==> src/uart_shadow_pkg.sv <==
// Purpose: Shared constants and types for the shadow data port of a serial port
// Assumes: 32-bit register bus with byte addresses, one clock, synchronous reset
// Notes:   Offsets, field positions and reset values live here only
package uart_shadow_pkg;

    // Widths and depths
    localparam int unsigned DATA_W     = 8;
    localparam int unsigned BUS_W      = 32;
    localparam int unsigned FIFO_DEPTH = 16;
    localparam int unsigned PTR_W      = 4;
    localparam int unsigned CNT_W      = 5;
    localparam int unsigned INT_W      = 4;

    // Shadow window: sixteen aliased words
    localparam logic [BUS_W-1:0] SHADOW_BASE  = 32'h5000_1130;
    localparam logic [BUS_W-1:0] SHADOW_SPAN  = 32'h0000_0040;
    localparam logic [BUS_W-1:0] WORD_MASK    = 32'h0000_0003;
    localparam logic [BUS_W-1:0] SHADOW_8_OFF = 32'h5000_1150;
    localparam logic [BUS_W-1:0] SHADOW_9_OFF = 32'h5000_1154;

    // Control, status and interrupt registers
    localparam logic [BUS_W-1:0] CTRL_OFF     = 32'h5000_1200;
    localparam logic [BUS_W-1:0] STATUS_OFF   = 32'h5000_1204;
    localparam logic [BUS_W-1:0] INT_STAT_OFF = 32'h5000_1208;
    localparam logic [BUS_W-1:0] INT_MASK_OFF = 32'h5000_120c;

    // Control fields
    localparam int unsigned CTRL_FIFO_EN_BIT = 0;
    localparam int unsigned CTRL_IR_BIT      = 1;

    // Line status fields
    localparam int unsigned STAT_DR_BIT     = 0;
    localparam int unsigned STAT_OE_BIT     = 1;
    localparam int unsigned STAT_TX_HOLDING_EMPTY_FLAG_BIT   = 5;
    localparam int unsigned STAT_TXFULL_BIT = 6;

    // Interrupt event fields
    localparam int unsigned INT_RX_BIT      = 0;
    localparam int unsigned INT_OVERRUN_BIT = 1;
    localparam int unsigned INT_TX_HOLDING_EMPTY_FLAG_BIT    = 2;
    localparam int unsigned INT_TXLOST_BIT  = 3;

    // Reset values and counter constants
    localparam logic [DATA_W-1:0] DATA_RESET = 8'h00;
    localparam logic [BUS_W-1:0]  WORD_ZERO  = 32'h0000_0000;
    localparam logic [INT_W-1:0]  INT_RESET  = 4'h0;
    localparam logic [PTR_W-1:0]  PTR_ONE    = 4'h1;
    localparam logic [CNT_W-1:0]  CNT_ONE    = 5'h01;
    localparam logic [CNT_W-1:0]  CNT_ZERO   = 5'h00;
    localparam logic [CNT_W-1:0]  CNT_FULL   = 5'h10;

    // One register bus request
    typedef struct packed {
        logic [BUS_W-1:0] addr;
        logic [BUS_W-1:0] wdata;
        logic             wr;
        logic             rd;
    } bus_req_s;

    // One received character with its strobe
    typedef struct packed {
        logic              valid;
        logic [DATA_W-1:0] data;
    } rx_char_s;

endpackage : uart_shadow_pkg
==> src/uart_shadow_data_port.sv <==
// Purpose: Shadow receive/transmit data window of a serial port
// Assumes: Deserialiser and serialiser on the same clock, byte-wide handshakes
// Notes:
// Notes on behaviour
// Sixteen aliased 32-bit words, all behave alike
// Read returns byte from serial or infrared
// Read data valid only while data-ready set
// No FIFO: new byte overwrites, flags overrun
// FIFO mode: read returns and pops head
// Full receive FIFO: drop new byte, overrun
// Write sends on serial or infrared output
// Master writes only while holding-empty set
// No FIFO: write clears holding-empty flag
// No FIFO: later write replaces waiting byte
// FIFO mode: up to sixteen writes fit
// Writes into full transmit FIFO are dropped
// Upper bits read zero, data resets zero
//
// Added by the designer: strobed register access.
`timescale 1ns/1ps
module uart_shadow_data_port (
    // Clock and reset
    input  wire logic                                  ref_clk,
    input  wire logic                                  reset,
    // Register bus
    input  wire uart_shadow_pkg::bus_req_s             bus_req,
    output logic [uart_shadow_pkg::BUS_W-1:0]          bus_rdata,
    // Receive characters from the deserialisers
    input  wire uart_shadow_pkg::rx_char_s             rx_serial_char,
    input  wire uart_shadow_pkg::rx_char_s             rx_ir_char,
    // Transmit characters to the serialisers
    output logic                                       tx_serial_valid,
    output logic                                       tx_ir_valid,
    output logic [uart_shadow_pkg::DATA_W-1:0]         tx_byte,
    input  wire logic                                  tx_ready,
    // Mode and interrupt
    output logic                                       ir_mode,
    output logic                                       irq
);

    // Control register state
    logic                                   fifo_en_q;
    logic                                   ir_mode_q;
    logic                                   mode_flush;

    // Bus decode
    logic [uart_shadow_pkg::BUS_W-1:0]      shadow_off;
    logic                                   shadow_hit;
    logic                                   shadow_rd;
    logic                                   shadow_wr;
    logic                                   ctrl_wr;
    logic                                   status_rd;

    // Receive path
    uart_shadow_pkg::rx_char_s              rx_char;
    logic [uart_shadow_pkg::DATA_W-1:0]     rx_mem [uart_shadow_pkg::FIFO_DEPTH];
    logic [uart_shadow_pkg::PTR_W-1:0]      rx_rd_ptr_q;
    logic [uart_shadow_pkg::PTR_W-1:0]      rx_wr_ptr_q;
    logic [uart_shadow_pkg::CNT_W-1:0]      rx_cnt_q;
    logic [uart_shadow_pkg::DATA_W-1:0]     receive_buffer_reg_q;
    logic                                   rx_hold_full_q;
    logic                                   rx_full;
    logic                                   rx_push;
    logic                                   rx_pop;
    logic                                   rx_overrun;
    logic                                   rx_data_ready_flag;
    logic                                   overrun_q;
    logic [uart_shadow_pkg::DATA_W-1:0]     shadow_rx_tx_byte;

    // Transmit path
    logic [uart_shadow_pkg::DATA_W-1:0]     tx_mem [uart_shadow_pkg::FIFO_DEPTH];
    logic [uart_shadow_pkg::PTR_W-1:0]      tx_rd_ptr_q;
    logic [uart_shadow_pkg::PTR_W-1:0]      tx_wr_ptr_q;
    logic [uart_shadow_pkg::CNT_W-1:0]      tx_cnt_q;
    logic [uart_shadow_pkg::DATA_W-1:0]     transmit_holding_reg_q;
    logic                                   thr_full_q;
    logic                                   tx_full;
    logic                                   tx_push;
    logic                                   tx_lost;
    logic                                   tx_valid;
    logic                                   tx_take;
    logic                                   tx_holding_empty_flag;
    logic                                   tx_holding_empty_flag_prev_q;

    // Interrupt registers
    logic [uart_shadow_pkg::INT_W-1:0]      int_stat_q;
    logic [uart_shadow_pkg::INT_W-1:0]      int_mask_q;
    logic [uart_shadow_pkg::INT_W-1:0]      int_events;

    // Read data and line status image
    logic [uart_shadow_pkg::BUS_W-1:0]      rdata_q;
    logic [uart_shadow_pkg::BUS_W-1:0]      line_status_reg;

    // Alias window decode: any aligned word in the window
    always_comb begin
        shadow_off = bus_req.addr - uart_shadow_pkg::SHADOW_BASE;
        shadow_hit = (shadow_off < uart_shadow_pkg::SHADOW_SPAN) &&
                     ((bus_req.addr & uart_shadow_pkg::WORD_MASK) == uart_shadow_pkg::WORD_ZERO);
    end

    // Strobes per target
    assign shadow_rd  = bus_req.rd && shadow_hit;
    assign shadow_wr  = bus_req.wr && shadow_hit;
    assign ctrl_wr    = bus_req.wr && (bus_req.addr == uart_shadow_pkg::CTRL_OFF);
    assign status_rd  = bus_req.rd && (bus_req.addr == uart_shadow_pkg::STATUS_OFF);
    // Changing FIFO mode flushes both paths
    assign mode_flush = ctrl_wr && (bus_req.wdata[uart_shadow_pkg::CTRL_FIFO_EN_BIT] != fifo_en_q);

    // Control register
    always_ff @(posedge ref_clk) begin
        if (reset) begin
            fifo_en_q <= 1'b0;
            ir_mode_q <= 1'b0;
        end else if (ctrl_wr) begin
            fifo_en_q <= bus_req.wdata[uart_shadow_pkg::CTRL_FIFO_EN_BIT];
            ir_mode_q <= bus_req.wdata[uart_shadow_pkg::CTRL_IR_BIT];
        end
    end

    assign ir_mode = ir_mode_q;

    // Receive source follows the mode
    assign rx_char = ir_mode_q ? rx_ir_char : rx_serial_char;

    // Receive FIFO full flag and strobes
    assign rx_full = (rx_cnt_q == uart_shadow_pkg::CNT_FULL);
    assign rx_pop  = shadow_rd && fifo_en_q && (rx_cnt_q != uart_shadow_pkg::CNT_ZERO);
    // A pop in the same cycle frees a slot
    assign rx_push = rx_char.valid && fifo_en_q && (!rx_full || rx_pop);

    // Overrun: unread holding byte or full FIFO
    always_comb begin
        if (fifo_en_q) begin
            rx_overrun = rx_char.valid && rx_full && !rx_pop;
        end else begin
            rx_overrun = rx_char.valid && rx_hold_full_q && !shadow_rd;
        end
    end

    // Receive FIFO storage
    always_ff @(posedge ref_clk) begin
        if (rx_push) begin
            rx_mem[rx_wr_ptr_q] <= rx_char.data;
        end
    end

    // Receive FIFO pointers and count
    always_ff @(posedge ref_clk) begin
        if (reset || mode_flush) begin
            rx_rd_ptr_q <= '0;
            rx_wr_ptr_q <= '0;
            rx_cnt_q    <= uart_shadow_pkg::CNT_ZERO;
        end else begin
            // Pointers advance, count tracks the difference
            if (rx_push) begin
                rx_wr_ptr_q <= rx_wr_ptr_q + uart_shadow_pkg::PTR_ONE;
            end
            if (rx_pop) begin
                rx_rd_ptr_q <= rx_rd_ptr_q + uart_shadow_pkg::PTR_ONE;
            end
            if (rx_push && !rx_pop) begin
                rx_cnt_q <= rx_cnt_q + uart_shadow_pkg::CNT_ONE;
            end else if (rx_pop && !rx_push) begin
                rx_cnt_q <= rx_cnt_q - uart_shadow_pkg::CNT_ONE;
            end
        end
    end

    // Single receive buffer for non-FIFO mode
    always_ff @(posedge ref_clk) begin
        if (reset || mode_flush) begin
            receive_buffer_reg_q <= uart_shadow_pkg::DATA_RESET;
            rx_hold_full_q       <= 1'b0;
        end else if (!fifo_en_q) begin
            if (rx_char.valid) begin
                // New byte wins even over an unread one
                receive_buffer_reg_q <= rx_char.data;
                rx_hold_full_q       <= 1'b1;
            end else if (shadow_rd) begin
                rx_hold_full_q <= 1'b0;
            end
        end
    end

    // Data ready gates what a read means
    assign rx_data_ready_flag = fifo_en_q ? (rx_cnt_q != uart_shadow_pkg::CNT_ZERO) : rx_hold_full_q;

    // Head of the chosen receive store
    assign shadow_rx_tx_byte = fifo_en_q ? rx_mem[rx_rd_ptr_q] : receive_buffer_reg_q;

    // Overrun line status bit, cleared by a status read; set wins
    always_ff @(posedge ref_clk) begin
        if (reset) begin
            overrun_q <= 1'b0;
        end else if (rx_overrun) begin
            overrun_q <= 1'b1;
        end else if (status_rd) begin
            overrun_q <= 1'b0;
        end
    end

    // Transmit FIFO strobes
    assign tx_full = (tx_cnt_q == uart_shadow_pkg::CNT_FULL);
    assign tx_push = shadow_wr && fifo_en_q && !tx_full;
    assign tx_lost = shadow_wr && fifo_en_q && tx_full;

    // Pending character and hand-off to the serialiser
    assign tx_valid = fifo_en_q ? (tx_cnt_q != uart_shadow_pkg::CNT_ZERO) : thr_full_q;
    assign tx_take  = tx_valid && tx_ready;

    // Route to the serial or infrared serialiser
    assign tx_serial_valid = tx_valid && !ir_mode_q;
    assign tx_ir_valid     = tx_valid && ir_mode_q;
    assign tx_byte         = fifo_en_q ? tx_mem[tx_rd_ptr_q] : transmit_holding_reg_q;

    // Transmit FIFO storage; full FIFO leaves contents alone
    always_ff @(posedge ref_clk) begin
        if (tx_push) begin
            tx_mem[tx_wr_ptr_q] <= bus_req.wdata[uart_shadow_pkg::DATA_W-1:0];
        end
    end

    // Transmit FIFO pointers and count
    always_ff @(posedge ref_clk) begin
        if (reset || mode_flush) begin
            tx_rd_ptr_q <= '0;
            tx_wr_ptr_q <= '0;
            tx_cnt_q    <= uart_shadow_pkg::CNT_ZERO;
        end else begin
            // Push and take may share a cycle
            if (tx_push) begin
                tx_wr_ptr_q <= tx_wr_ptr_q + uart_shadow_pkg::PTR_ONE;
            end
            if (tx_take && fifo_en_q) begin
                tx_rd_ptr_q <= tx_rd_ptr_q + uart_shadow_pkg::PTR_ONE;
            end
            if (tx_push && !(tx_take && fifo_en_q)) begin
                tx_cnt_q <= tx_cnt_q + uart_shadow_pkg::CNT_ONE;
            end else if (!tx_push && tx_take && fifo_en_q) begin
                tx_cnt_q <= tx_cnt_q - uart_shadow_pkg::CNT_ONE;
            end
        end
    end

    // Holding register for non-FIFO mode
    always_ff @(posedge ref_clk) begin
        if (reset || mode_flush) begin
            transmit_holding_reg_q <= uart_shadow_pkg::DATA_RESET;
            thr_full_q             <= 1'b0;
        end else if (!fifo_en_q) begin
            if (shadow_wr) begin
                // Write fills or replaces the waiting byte
                transmit_holding_reg_q <= bus_req.wdata[uart_shadow_pkg::DATA_W-1:0];
                thr_full_q             <= 1'b1;
            end else if (tx_take) begin
                thr_full_q <= 1'b0;
            end
        end
    end

    // Holding-empty flag per mode
    assign tx_holding_empty_flag = fifo_en_q ? (tx_cnt_q == uart_shadow_pkg::CNT_ZERO) : !thr_full_q;

    // Edge of holding-empty for the interrupt
    always_ff @(posedge ref_clk) begin
        if (reset) begin
            tx_holding_empty_flag_prev_q <= 1'b1;
        end else begin
            tx_holding_empty_flag_prev_q <= tx_holding_empty_flag;
        end
    end

    // Interrupt events
    always_comb begin
        int_events                                  = uart_shadow_pkg::INT_RESET;
        int_events[uart_shadow_pkg::INT_RX_BIT]      = rx_char.valid && !rx_overrun;
        int_events[uart_shadow_pkg::INT_OVERRUN_BIT] = rx_overrun;
        int_events[uart_shadow_pkg::INT_TX_HOLDING_EMPTY_FLAG_BIT]    = tx_holding_empty_flag && !tx_holding_empty_flag_prev_q;
        int_events[uart_shadow_pkg::INT_TXLOST_BIT]  = tx_lost;
    end

    // Sticky status, write one to clear; set wins
    always_ff @(posedge ref_clk) begin
        if (reset) begin
            int_stat_q <= uart_shadow_pkg::INT_RESET;
        end else if (bus_req.wr && (bus_req.addr == uart_shadow_pkg::INT_STAT_OFF)) begin
            int_stat_q <= (int_stat_q & ~bus_req.wdata[uart_shadow_pkg::INT_W-1:0]) | int_events;
        end else begin
            int_stat_q <= int_stat_q | int_events;
        end
    end

    // Interrupt mask
    always_ff @(posedge ref_clk) begin
        if (reset) begin
            int_mask_q <= uart_shadow_pkg::INT_RESET;
        end else if (bus_req.wr && (bus_req.addr == uart_shadow_pkg::INT_MASK_OFF)) begin
            int_mask_q <= bus_req.wdata[uart_shadow_pkg::INT_W-1:0];
        end
    end

    // Level interrupt from unmasked status
    assign irq = |(int_stat_q & int_mask_q);

    // Line status image
    always_comb begin
        line_status_reg                                   = uart_shadow_pkg::WORD_ZERO;
        line_status_reg[uart_shadow_pkg::STAT_DR_BIT]     = rx_data_ready_flag;
        line_status_reg[uart_shadow_pkg::STAT_OE_BIT]     = overrun_q;
        line_status_reg[uart_shadow_pkg::STAT_TX_HOLDING_EMPTY_FLAG_BIT]   = tx_holding_empty_flag;
        line_status_reg[uart_shadow_pkg::STAT_TXFULL_BIT] = fifo_en_q && tx_full;
    end

    // Read data, one cycle after the strobe, zero otherwise
    always_ff @(posedge ref_clk) begin
        if (reset) begin
            rdata_q <= uart_shadow_pkg::WORD_ZERO;
        end else if (!bus_req.rd) begin
            rdata_q <= uart_shadow_pkg::WORD_ZERO;
        end else if (shadow_hit) begin
            // Upper bits of the shadow word read zero
            rdata_q <= {{(uart_shadow_pkg::BUS_W-uart_shadow_pkg::DATA_W){1'b0}}, shadow_rx_tx_byte};
        end else begin
            unique case (bus_req.addr)
                uart_shadow_pkg::CTRL_OFF: begin
                    rdata_q <= uart_shadow_pkg::WORD_ZERO;
                    rdata_q[uart_shadow_pkg::CTRL_FIFO_EN_BIT] <= fifo_en_q;
                    rdata_q[uart_shadow_pkg::CTRL_IR_BIT]      <= ir_mode_q;
                end
                uart_shadow_pkg::STATUS_OFF: begin
                    rdata_q <= line_status_reg;
                end
                uart_shadow_pkg::INT_STAT_OFF: begin
                    rdata_q <= {{(uart_shadow_pkg::BUS_W-uart_shadow_pkg::INT_W){1'b0}}, int_stat_q};
                end
                uart_shadow_pkg::INT_MASK_OFF: begin
                    rdata_q <= {{(uart_shadow_pkg::BUS_W-uart_shadow_pkg::INT_W){1'b0}}, int_mask_q};
                end
                default: begin
                    // Unmapped address reads zero
                    rdata_q <= uart_shadow_pkg::WORD_ZERO;
                end
            endcase
        end
    end

    assign bus_rdata = rdata_q;

endmodule : uart_shadow_data_port

==> config.mk <==
export PLATFORM = sky130hd
export DESIGN_NAME = uart_shadow_data_port
export DESIGN_NICKNAME = d
export VERILOG_FILES = /design/src/uart_shadow_pkg.sv /design/src/uart_shadow_data_port.sv
export SDC_FILE = /design/constraint.sdc
export NUM_CORES = 1
export LEC_CHECK = 0
export ABC_AREA = 1
export BUFFER_PORTS_ARGS = -buffer_cell sky130_fd_sc_hd__buf_2
export CAP_MARGIN = 10
export CORE_MARGIN = 3
export CORE_UTILIZATION = 42
export CTS_CLUSTER_SIZE = 30
export DETAILED_ROUTE_END_ITERATION = 7
export GPL_ROUTABILITY_DRIVEN = 0
export PLACE_DENSITY = 0.69
export SLEW_MARGIN = 20
export SYNTH_ARGS = -nofsm -noshare
export SYNTH_HDL_FRONTEND = slang
export SYNTH_SLANG_ARGS = --single-unit
==> constraint.sdc <==
create_clock -name ref_clk -period 3.3 [get_ports ref_clk]
set_input_delay 0 -clock ref_clk [delete_from_list [all_inputs] [get_ports ref_clk]]
set_output_delay 0 -clock ref_clk [all_outputs]
set_load 0.02 [all_outputs]
==> impl_metrics.csv <==
group,metric,value,unit
run_status,run_status,"finished clean",
finish,stdcell_area,0.0169,mm^2
worst_setup_path,startpoint,"tx_cnt_q[0]",
sta,slew_headroom,50.9,%
sta,hold_violations,0,
hold_path,hp-class,"in2reg",
floorplan,initial_utilization,43.0,%
synthesis,synthCells,1420,
worst_setup_path,path_max_fanout,5,
sta,finalCritPeriodShare,86.9,%
synthesis,avgSynthCellArea,10.3,um^2
clocking,cts.clk_slew.worst_paths,0.06,ns
global_route,grt_pass1_vias,10400,
synthesis,synth_edf_count,256,
power,ir_drop,0.413,mV
floorplan,num_rows,67,
sta,timing.fmax,349,MHz
global_route,grt-ovfl-total,0,
floorplan,die_w,192,um
synthesis,synth_top_family_by_area,"simple AND/OR/NAND/NOR gates",
synthesis,netlist_area,0.0146,mm^2
finish,final_nets,1662,
worst_setup_path,r2r_cells,16,
synthesis,synthSimpleGateAreaFrac,16.1,%
global_route,grt_max_degree,65,
synthesis,synth-async-reset-ratio,0,%
route,wl_met3,3250,um
clocking,numCtsBuffers,31,
route,drt_iter0_drc,1036,
power,powerDensity,488,mW/mm^2
route,viasPerCell,5.49,
synthesis,ys.flop_type,"edfxtp_1",
worst_setup_path,criticalPathCategory,"reg2reg",
placed_design,port_buffers,82,
worst_setup_path,rrSetupSlack,0.43,ns
placed_design,dpl_cell_area,0.0157,mm^2
synthesis,yosysWarnings,0,
sta,period_needed,2.87,ns
clocking,clk_latency,0.56,ns
worst_setup_path,worstPathArrival,3.32,ns
sta,setup_viol,0,
route,dr_wl_met2,16300,um
finish,diodes,0,
sta,fin_tns_setup,0,ns
finish,drive_gt1_share,14.8,%
floorplan,chipHeight,192,um
route,num_vias,11100,
global_route,antenna_found_initial,1,
sta,clock_skew,0.0103,ns
clocking,cts_sinks,328,
route,antenna_left,0,
synthesis,synth_mux_area_share,0.0687,%
route,wl_per_cell,17.9,um
route,drc_errors,0,
clocking,cts_resized,0,
worst_setup_path,r2r_start,"tx_cnt_q[0]",
clocking,clockRootBuffer,"clkbuf_16",
clocking,htree_num_levels,1,
global_route,track_usage,19.3,%
synthesis,synthXorXnorAreaFrac,0.661,%
clocking,cts_buffer_depth,3,
clocking,cts_tree,"done",
run,drv_cap,0,
worst_setup_path,r2r-end,"tx_cnt_q[4]",
route,first_pass_iters,5,
synthesis,synth_cell_types,50,
worst_setup_path,end_kind,"flop",
sta,final-max-slew-violation-count,0,
sta,setup_slack,0.433,ns
sta,rsz0062_at_grt,"false",
synthesis,synth_seq_cells,328,
placed_design,hpwl,24200,um
power,leakagePower,6.28,nW
floorplan,core,0.0339,mm^2
floorplan,io_pins,131,
synthesis,synthAdderAreaFrac,1.73,%
route,highest_layer,"met5",
finish,layout_common_cells,"edfxtp_1, nor2_1, nand2_1, o21ai_0, inv_1",
worst_setup_path,critPathRequiredTime,3.76,ns
finish,layout_commonest_cell,"edfxtp_1",
sta,worst_pin_slew,0.736,ns
synthesis,ys_seq_area_share,62.6,%
route,met1_length,16000,um
global_route,grt_pass1_wl,56700,um
worst_setup_path,start_kind,"flop",
floorplan,die_area,0.0370,mm^2
route,wl,36400,um
synthesis,synth_compound_area_share,13.2,%
finish,synthToLayoutAreaGrowth,16.0,%
placed_design,preCtsSetupSlack,0.0583,ns
worst_setup_path,crit_end,"tx_cnt_q[4]",
-- through the flow --
step	util, %	power, W	hold slack (ns)	cells
4_1_cts	49.9	0.00830	0.0475	2029
2_1_floorplan	-	0.00470	0.0691	1443
3_3_place_gp	46.4	0.00480	0.212	1953
6_report	49.9	0.00824	0.0780	2029
3_5_place_dp	46.4	0.00480	0.214	1953
5_1_grt	49.9	0.00848	0.0954	2029
-- cell families after synthesis --
kind of cell             after synthesis
buffers and inverters                190
AND/OR/NAND/NOR                      547
adder cells (fa/ha/maj)               19
flip-flops                           328
multiplexers                           1
other                                  1
AO/OA/AOI/OAI                        323
XOR/XNOR                              11
-- report_power, final --
group          total [W]  internal, W  switching, W
registers        0.00446      0.00445    0.00000496
clock network    0.00351      0.00203       0.00148
logic           0.000274    0.0000784      0.000195
-- layer usage --
| layer | global-route usage (%) | vias up |
|---|---|---|
| met5 | 0 | - |
| met4 | 5.60 | 2 |
| met3 | 2.82 | 70 |
| met2 | 29.8 | 505 |
| met1 | 28.3 | 5322 |
| li1 | - | 5249 |
-- state kept, by name (all words and copies together) (netlist names), named ones only --
register                      cells
bus_rdata                         8
fifo_en_q                         1
int_mask_q                        4
int_stat_q                        4
ir_mode                           1
overrun_q                         1
receive_buffer_reg_q              8
rx_cnt_q                          5
rx_hold_full_q                    1
rx_mem                          128
rx_rd_ptr_q                       4
rx_wr_ptr_q                       4
thr_full_q                        1
transmit_holding_reg_q            8
tx_cnt_q                          5
tx_holding_empty_flag_prev_q      1
tx_mem                          128
tx_rd_ptr_q                       4
tx_wr_ptr_q                       4
-- Yosys cell counts (all sizes together) (7+ instances only) --
cell type / count / area [um^2]
nand3: 66 / 340
a31oi: 11 / 68.8
clkbuf: 52 / 195
dfxtp: 72 / 1440
xor2: 9 / 78.8
buf: 30 / 220
nand2: 173 / 674
o221ai: 52 / 455
nor3: 22 / 115
a211oi: 7 / 52.6
nor2: 262 / 1030
ha: 17 / 213
nand4: 14 / 109
o22ai: 17 / 106
o21ai: 170 / 855
a21oi: 49 / 245
edfxtp: 256 / 7690
inv: 106 / 398
-- critical path, stage by stage (launching register included) --
cell and delay [ns]:
dfxtp_1 0.37, nor4_1 0.50, nand3_1 0.14, o21ai_0 0.10
buf_4 0.18, inv_1 0.10, nand2_1 0.14, nand3_2 0.17
ha_1 0.33, inv_1 0.10, o21bai_1 0.07, a31oi_1 0.20
inv_1 0.07, nand4_1 0.11, nand3_1 0.08, nand2_1 0.06
nor2_1 0.05
-- worst min-delay path by stage --
stage / from / to / slack (ns) / depth (start not counted)
2_1_floorplan: reset / int_stat_q[0] / 0.07 / 1
3_3_place_gp: reset / int_stat_q[0] / 0.21 / 2
3_5_place_dp: reset / int_stat_q[3] / 0.21 / 2
4_1_cts: bus_req[65] / ir_mode / 0.05 / 4
5_1_grt: bus_req[65] / ir_mode / 0.1 / 4
6_report: bus_req[65] / ir_mode / 0.08 / 4
-- timing repair --
action / 4_1_cts / 5_1_grt
buffers inserted: 0 / 0
hold buffers: 18 / 0
hold endpoints to repair: 170 / 0
-- layout make-up --
cell class              count  area (um^2)
clock buffers              49          933
well taps                 448          561
inverters                 108          405
multi-input cells         925         4710
repair buffers            162         1070
clock inverters             9         91.3
fillers                  2963        17000
flip-flops and latches    328         9130
No activity file was read; power rests on OpenSTA's default activity.
